$ cat src/rtl/pseq_regs.vh
// timing constants and encodings for the power sequencer
`ifndef PSEQ_REGS_VH
`define PSEQ_REGS_VH
`define PSEQ_CLK_MHZ 200
`define PSEQ_DEBOUNCE_MS 30
`define PSEQ_DEBOUNCE_CYC (`PSEQ_DEBOUNCE_MS * 1000 * `PSEQ_CLK_MHZ)
`define PSEQ_WDOG_US 150
`define PSEQ_WDOG_CYC (`PSEQ_WDOG_US * `PSEQ_CLK_MHZ)
`define PSEQ_LONGPRESS_MS 1000
`define PSEQ_LONGPRESS_CYC (`PSEQ_LONGPRESS_MS * 1000 * `PSEQ_CLK_MHZ)
`define PSEQ_STEP_CYC 16
`define PSEQ_CORE_1V8 2'h1
`endif

$ cat src/rtl/pseq_power_sequencer.v
// power on/off sequencer of the power-management companion device
`timescale 1ns/10ps
`default_nettype none
`include "pseq_regs.vh"
// Contract
// - a power button press debounced for more than 30 ms starts power-up.
// - a rising edge on the clock alarm input starts power-up.
// - a charger above battery by more than 0.4 V starts power-up.
// - power-up first enables the local oscillator, then the band-gap references.
// - with references on, battery must be above 3.2 V before power-up continues.
// - after the battery check the charge pump is enabled, then all five regulators.
// - after the regulators the supply-on indicator goes high, then system reset is released.
// - a long press of the power button while running starts normal power-off.
// - power-off first starts a 150 us watchdog and disables DC/DC before indicator low.
// - after indicator low, regulators, then references, then oscillator are disabled.
// - battery below 2.7 V starts emergency power-off with no user action.
// - emergency power-off first drives the fast interrupt low, then the normal steps.
// - core regulator voltage is selectable among 2.5, 1.8, 1.4, 1.2 V, set to 1.8 V.
// - only core, memory and peripheral regulators may run from backup supply.
// - below 3.2 V the battery is trickle charged at 20 mA, above that the processor steers it.
module pseq_power_sequencer #(
  parameter DEBOUNCE_CYC = `PSEQ_DEBOUNCE_CYC,
  parameter WDOG_CYC = `PSEQ_WDOG_CYC,
  parameter LONGPRESS_CYC = `PSEQ_LONGPRESS_CYC
) (
  input wire clock_i,
  input wire sys_rst_i,
  input wire power_button_n_i,
  input wire clock_alarm_irq_i,
  input wire charger_voltage_sense_i,
  input wire bat_above_3v2_i,
  input wire bat_below_2v7_i,
  input wire backup_mode_i,
  input wire proc_charge_ctrl_i,
  output reg low_freq_osc_en_o,
  output reg bandgap_en_o,
  output reg pump_output_en_o,
  output reg [4:0] ldo_en_o,
  output reg [1:0] core_vsel_o,
  output reg [4:0] ldo_backup_o,
  output reg dcdc_en_o,
  output reg supply_on_o,
  output reg system_reset_n_o,
  output reg fast_irq_line_n_o,
  output reg wdog_run_o,
  output reg trickle_en_o,
  output reg charge_switch_ctrl_o
);

// ---------------------------------------------------------------
// state codes
// ---------------------------------------------------------------
localparam S_OFF = 4'h0;
localparam S_OSC = 4'h1;
localparam S_BG = 4'h2;
localparam S_BCHK = 4'h3;
localparam S_PUMP = 4'h4;
localparam S_LDO = 4'h5;
localparam S_IND = 4'h6;
localparam S_RUN = 4'h7;
localparam S_FIQ = 4'h8;
localparam S_WDOG = 4'h9;
localparam S_INDL = 4'ha;
localparam S_LDOFF = 4'hb;
localparam S_BGOFF = 4'hc;
localparam S_OSCOFF = 4'hd;
// regulators with backup capability: core, memory i/o, peripheral i/o
localparam [4:0] BACKUP_MASK = 5'h0d;

// ---------------------------------------------------------------
// input synchronisers
// ---------------------------------------------------------------
reg [6:0] meta_q;
reg [6:0] sync_q;
// every input but sys_rst_i is asynchronous to clock_i, two flops before use
always @(posedge clock_i or posedge sys_rst_i)
begin
  if (sys_rst_i)
  begin
    meta_q <= 7'h01;
    sync_q <= 7'h01;
  end
  else
  begin
    meta_q <= {proc_charge_ctrl_i, backup_mode_i, bat_below_2v7_i, bat_above_3v2_i,
      charger_voltage_sense_i, clock_alarm_irq_i, power_button_n_i};
    sync_q <= meta_q;
  end
end
wire btn_n = sync_q[0];
wire alarm = sync_q[1];
wire chg_ok = sync_q[2];
wire bat_ok = sync_q[3];
wire bat_low = sync_q[4];
wire backup = sync_q[5];
wire proc_chg = sync_q[6];

// ---------------------------------------------------------------
// button press timer and alarm edge
// ---------------------------------------------------------------
reg [31:0] press_q;
reg alarm_q;
reg btn_prev_q;
reg pressed_q;
// counts low time after a falling edge; a bounce back high restarts it
always @(posedge clock_i or posedge sys_rst_i)
begin
  if (sys_rst_i)
  begin
    press_q <= 32'h0;
    alarm_q <= 1'b0;
    btn_prev_q <= 1'b1;
    pressed_q <= 1'b0;
  end
  else
  begin
    alarm_q <= alarm;
    btn_prev_q <= btn_n;
    if (btn_n)
      pressed_q <= 1'b0;
    else if (btn_prev_q)
      pressed_q <= 1'b1; // falling edge seen
    if (btn_n || btn_prev_q)
      press_q <= 32'h0;
    else if (press_q != 32'hffffffff)
      press_q <= press_q + 32'h1;
  end
end
wire wake_button = pressed_q && (press_q > DEBOUNCE_CYC);
wire wake_alarm = alarm && !alarm_q;
wire wake_charger = chg_ok;
wire long_press = pressed_q && (press_q >= LONGPRESS_CYC);

// ---------------------------------------------------------------
// sequencer
// ---------------------------------------------------------------
reg [3:0] state_q;
reg [3:0] state_d;
reg [31:0] tmr_q;
reg emerg_q;
wire step_done = (tmr_q >= `PSEQ_STEP_CYC);
wire wd_done = (tmr_q >= WDOG_CYC);
// next state; each step dwells a short settling time, S_WDOG the watchdog time
always @*
begin
  state_d = state_q;
  case (state_q)
    S_OFF:
      if (wake_button || wake_alarm || wake_charger)
        state_d = S_OSC;
    S_OSC: if (step_done) state_d = S_BG;
    S_BG: if (step_done) state_d = S_BCHK;
    S_BCHK:
      if (step_done)
        state_d = bat_ok ? S_PUMP : S_BGOFF;
    S_PUMP: if (step_done) state_d = S_LDO;
    S_LDO: if (step_done) state_d = S_IND;
    S_IND: if (step_done) state_d = S_RUN;
    S_RUN:
      if (bat_low)
        state_d = S_FIQ;
      else if (long_press)
        state_d = S_WDOG;
    S_FIQ: if (step_done) state_d = S_WDOG;
    S_WDOG: if (wd_done) state_d = S_INDL;
    S_INDL: if (step_done) state_d = S_LDOFF;
    S_LDOFF: if (step_done) state_d = S_BGOFF;
    S_BGOFF: if (step_done) state_d = S_OSCOFF;
    S_OSCOFF:
      // wait for the button to be let go so the same press cannot re-wake
      if (step_done && btn_n && !chg_ok)
        state_d = S_OFF;
    default: state_d = S_OFF;
  endcase
end

// state register, dwell timer and emergency mark
always @(posedge clock_i or posedge sys_rst_i)
begin
  if (sys_rst_i)
  begin
    state_q <= S_OFF;
    tmr_q <= 32'h0;
    emerg_q <= 1'b0;
  end
  else
  begin
    state_q <= state_d;
    if (state_d != state_q)
      tmr_q <= 32'h0;
    else if (tmr_q != 32'hffffffff)
      tmr_q <= tmr_q + 32'h1;
    if (state_q == S_FIQ)
      emerg_q <= 1'b1;
    else if (state_q == S_OFF)
      emerg_q <= 1'b0;
  end
end

// ---------------------------------------------------------------
// outputs, all registered; sequence enables decoded from the next state
// ---------------------------------------------------------------
wire on_osc = (state_d != S_OFF) && (state_d != S_OSCOFF);
wire on_bg = on_osc && (state_d != S_OSC) && (state_d != S_BGOFF);
wire on_pump = (state_d >= S_PUMP) && (state_d <= S_LDOFF) && (state_d != S_LDOFF);
wire on_ldo = (state_d >= S_LDO) && (state_d <= S_INDL);
// indicator holds through the watchdog wait so dc/dc is off before it drops
wire on_ind = (state_d >= S_IND) && (state_d <= S_WDOG);
always @(posedge clock_i or posedge sys_rst_i)
begin
  if (sys_rst_i)
  begin
    low_freq_osc_en_o <= 1'b0;
    bandgap_en_o <= 1'b0;
    pump_output_en_o <= 1'b0;
    ldo_en_o <= 5'h00;
    core_vsel_o <= `PSEQ_CORE_1V8;
    ldo_backup_o <= 5'h00;
    dcdc_en_o <= 1'b0;
    supply_on_o <= 1'b0;
    system_reset_n_o <= 1'b0;
    fast_irq_line_n_o <= 1'b1;
    wdog_run_o <= 1'b0;
    trickle_en_o <= 1'b0;
    charge_switch_ctrl_o <= 1'b0;
  end
  else
  begin
    low_freq_osc_en_o <= on_osc;
    bandgap_en_o <= on_bg;
    pump_output_en_o <= on_pump;
    ldo_en_o <= on_ldo ? 5'h1f : 5'h00;
    core_vsel_o <= `PSEQ_CORE_1V8;
    ldo_backup_o <= backup ? BACKUP_MASK : 5'h00;
    dcdc_en_o <= on_ldo && (state_d != S_WDOG) && (state_d != S_INDL);
    supply_on_o <= on_ind;
    // reset is released one step after the indicator; on power-off it drops on leaving S_RUN, before the indicator
    system_reset_n_o <= (state_d == S_RUN);
    fast_irq_line_n_o <= !((state_d >= S_FIQ) && (emerg_q || state_d == S_FIQ)
      && (state_d != S_OFF));
    wdog_run_o <= (state_d == S_WDOG);
    // trickle only while a charger is present and the battery is deep
    trickle_en_o <= chg_ok && !bat_ok;
    charge_switch_ctrl_o <= chg_ok && (bat_ok ? proc_chg : 1'b1);
  end
end

endmodule
`default_nettype wire

$ cat config.mk
export PLATFORM = sky130hd
export DESIGN_NAME = pseq_power_sequencer
export DESIGN_NICKNAME = d
export VERILOG_FILES = /design/src/rtl/pseq_power_sequencer.v
export VERILOG_INCLUDE_DIRS = /design/src /design/src/rtl
export SDC_FILE = /design/constraint.sdc
export NUM_CORES = 1
export LEC_CHECK = 0
export BUFFER_PORTS_ARGS = -buffer_cell sky130_fd_sc_hd__buf_2
export CAP_MARGIN = 10
export CORE_AREA = 5 5 162 117
export CTS_CLUSTER_SIZE = 10
export DETAILED_ROUTE_END_ITERATION = 8
export DIE_AREA = 0 0 167 122
export SLEW_MARGIN = 15
export SYNTH_ARGS = -nofsm -noshare
export SYNTH_HDL_FRONTEND = slang
export SYNTH_SLANG_ARGS = --single-unit
$ cat constraint.sdc
create_clock -name clock_i -period 3.7 [get_ports clock_i]
set_input_delay 0.555 -clock clock_i [delete_from_list [all_inputs] [get_ports clock_i]]
set_output_delay 0.555 -clock clock_i [all_outputs]
set_load 0.02 [all_outputs]
==> summary.txt <==
Run status
  – Status: finished, final reports clean

Timing
  – Part of the cycle the worst path needs: 84.65%
  – Final hold violation count: 0
  – Setup total negative slack: 0 ns
  – Unrepaired setup endpoints after global routing: false
  – Pins Over Slew Limit: 0
  – Slew margin rel.: 50.77%
  – Max Clk Rate: 319.3 MHz
  – Final setup viols: 0
  – Slew at the pin closest to its max-slew limit: between 0.7 and 0.8 ns
  – Max Clock Skew: 0.01415 ns
  – Slack of the critical path: about 0.57 ns
  – Time the final worst path needs with I/O delays and setup: about 3.1 ns

Global routing
  – Antenna violations before repair: 0
  – All-layer global routing usage: around 11%
  – GRT Residual Overflow: 0
  – Via count of the first global-routing pass: 3508
  – Global-route wire length before repair: 18.60 mm
  – Pin count of the biggest net entering global routing: 59

Worst setup path
  – Class of the most critical setup path: reg -> reg
  – Required time of the critical path: 3.97 ns
  – Depth of the worst register-to-register path: 10
  – Cell depth of the worst setup path: 10
  – Worst-path cell chain: nor2b_1 > or3b_1 > a311oi_1 > a21oi_1 > o311a_1 > inv_1 > ha_1 > inv_1 > or4_1 > a31oi_1
  – Crit path buf inv count: 2
  – Data arrival time of the critical path: 3.40 ns
  – Family with the most delay on the worst path: simple AND/OR/NAND/NOR gates
  – Critical path's most frequent cell: sky130_fd_sc_hd__inv_1
  – Critical path endpoint category: register
  – Startpoint of the worst setup timing path: state_q[2]$_DFF_PP0_
  – Largest fanout on the critical path: 13
  – Worst reg2reg startpoint: state_q[2]$_DFF_PP0_
  – Crit start category: register
  – Largest stage delay, worst path: 0.55 ns
  – Cell at the slowest stage of the critical path: sky130_fd_sc_hd__dfrtp_1

CTS
  – Setup Buffers After CTS: 0
  – Worst-path clk slew: 0.07 ns
  – Clock tree root buffer cell: sky130_fd_sc_hd__clkbuf_16
  – Worst-skew pair later-pin latency: 0.36 ns
  – TritonCTS buffer count: 9
  – Buffers from clock root to sink, at most: 2
  – TritonCTS clock tree: yes
  – Sinks on Clock Net: ~100
  – Number of levels the H-tree was split into: 3
  – Quantity of hold-fixing buffers added after cts: 0
  – PostCTS Resize Cnt: 0

Placement
  – RD Place Congestion: 0.8230
  – Number of buffers added on ports: 26
  – Setup slack after placement: 0.6041 ns
  – HPWL after detailed placement: 7.670 mm

Synth
  – Largest cells by area after synthesis: sky130_fd_sc_hd__dfrtp_1, sky130_fd_sc_hd__nor2_1, sky130_fd_sc_hd__xor2_1
  – Top cell type by total area after synthesis: sky130_fd_sc_hd__dfrtp_1
  – Top cells by count, synth: sky130_fd_sc_hd__dfrtp_1, sky130_fd_sc_hd__nor2_1, sky130_fd_sc_hd__nand2_1, sky130_fd_sc_hd__nand3_1, sky130_fd_sc_hd__xor2_1
  – Most frequent cell after synthesis: sky130_fd_sc_hd__dfrtp_1
  – Post-synth EDFFs: 0
  – Yosys synthesis warning count: 0
  – Top-area cell type share of the netlist area: 46.32%
  – Commonest register cell after synthesis: sky130_fd_sc_hd__dfrtp_1
  – Count of distinct cell types in the synthesized netlist: 62
  – Synthesized area: 0.005079 sq mm
  – #FFs+latches synth: 98
  – Proportion of synthesized chip area in sequential cells: a little under 50%
  – Post-synthesis instance total: around 530
  – Proportion of register bits with asynchronous set or reset after synthesis: 100.0%
  – Syn avg cell area: 9.546 sq um

Route
  – Number of vias in the routed layout: between 3000 and 4000
  – Drt first pass iters: 4
  – Via-per-instance ratio: around 4.6
  – Total wirelength of the detailed-routed design: 10.75 mm
  – Post-DRT Antenna Nets: 0
  – Met1 wire length: between 6 and 7 mm
  – Number of design rule violations left after detail routing: 0
  – Wire length on met3: 546 um
  – DR WL/cell: 13.59 um
  – Met2 Routed Length: 4.000 mm
  – Number of DRC markers in iteration 0: 277
  – Highest metal layer used by the detailed router: met4

Pwr
  – Leakage: between 2 and 2.5 nW
  – Design internal power: 1.867 mW
  – Clock share of power: around 41%
  – VDD IR-drop max: 194.2 uV
  – Sequential cell fraction of total power: between 40% and 50%
  – Power per cell area: 450.8 mW/mm^2
  – Proportion of power drawn by combinational gates: 13.8%
  – Switching pwr: just over 0.7 mW
  – Net switching fraction of the power: around 27%

Flow run
  – Number of maximum-capacitance constraint violations: 0

Floorplanning
  – Core box area: between 0.015 and 0.02 sq mm
  – Ports placed on the boundary: 31
  – Die outline area: 0.02037 sq mm
  – Die height: 122 um
  – Effective utilization at floorplan: 29.03%
  – Die Width: 167 um
  – Row count: between 40 and 50

Cells and area
  – Count of filler cells inserted in the layout: between 1500 and 2000
  – Fraction of final layout cells with drive strength greater than 1: 14.05%
  – Final antenna diode count: 0
  – Nets: between 500 and 600
  – Layout area overhead: 12.44%

Hold path
  – Cell count of the worst hold path: 1
  – Hold crit path type: in -> reg
  – Min-delay src: bat_below_2v7_i
## cells in the final DEF, fill, tap and decap left out, drive strengths merged, types with 6 or more instances in the layout
cell type / Yosys / routed
nand2: 50 / 50
o21ai: 9 / 9
nor2: 86 / 86
and3: 16 / 16
nor4: 13 / 13
xnor2: 28 / 28
nor2b: 6 / 6
inv: 17 / 17
clkbuf: 7 / 11
nand3: 29 / 29
ha: 8 / 8
buf: 18 / 30
or3: 7 / 7
nand4: 19 / 19
dfrtp: 94 / 94
xor2: 29 / 29
a21oi: 12 / 12
and4: 10 / 10
nor3: 20 / 20
## metal layers
layer  vias up  GRT usage (%)
met2        72          14.28
met1      1727          18.03
met5         -              0
met3        13          3.049
li1       1866              -
met4         0          3.219
## flip-flops by register name, indices dropped and copies added (netlist names), 4 cells and up
register / count
meta_q: 7
press_q: 32
state_q: 4
sync_q: 7
tmr_q: 32
## power by group through the flow
stage | clock network (mW) | logic (mW) | registers, mW
6_report | 1.04 | 0.356 | 1.17
2_1_floorplan | 0 | 0.278 | 1.19
3_3_place_gp | 0 | 0.365 | 1.19
4_1_cts | 1.07 | 0.365 | 1.17
3_5_place_dp | 0 | 0.363 | 1.19
5_1_grt | 1.11 | 0.411 | 1.18
## worst paths after layout
kind                                          endpoint  slack, ns
setup / recovery                   dcdc_en_o$_DFF_PP0_       0.57
min in group asynchronous          meta_q[6]$_DFF_PP0_       0.33
hold reg to reg                    sync_q[1]$_DFF_PP0_       0.35
setup reg to reg                   dcdc_en_o$_DFF_PP0_       0.57
hold / removal                     meta_q[4]$_DFF_PP0_       0.31
max in group asynchronous  fast_irq_line_n_o$_DFF_PP1_       2.51
## worst register-to-register path: cells and delay by family (launching register included)
kind            cells  cell delay [ns]
flops               1             0.55
fa+ha+maj           1             0.18
buf+inv             2             0.22
compound gates      4             0.90
simple gates        3             1.20
## per-stage QoR
step	hold slack, ns	area, sq um	power (mW)	instances	utilization, %
after detailed placement	0.3355	5371	1.556	775	30.71
after floorplan	0.3312	5086	1.463	534	-
after global routing	0.2928	5710	2.706	791	32.64
after global placement	0.3329	5371	1.557	775	30.71
final	0.3115	5710	2.574	791	32.64
after CTS	0.2968	5710	2.611	791	32.64
## area by class of cell
cell class	count	area [sq um]	share of cell area [%]
Tap cell	236	295.3	5.171
Inverter	17	66.31	1.161
Timing Repair Buffer	30	160.2	2.805
Clock inverter	5	86.33	1.512
Multi-Input combinational cell	394	2392	41.89
Sequential cell	98	2457	43.03
Clock buffer	11	252.7	4.426
## cell families after synthesis
family                     share of synthesized area, %
and+or+nand+nor                                   27.47
DFF                                               48.39
xor gates and xnor gates                          9.830
AOI/OAI and AO/OA                                 6.874
buffers and inverters                             4.656
adders and majority gates                         1.971
muxes                                            0.6651
other                                            0.1479
(Power assumes the default switching activity.)
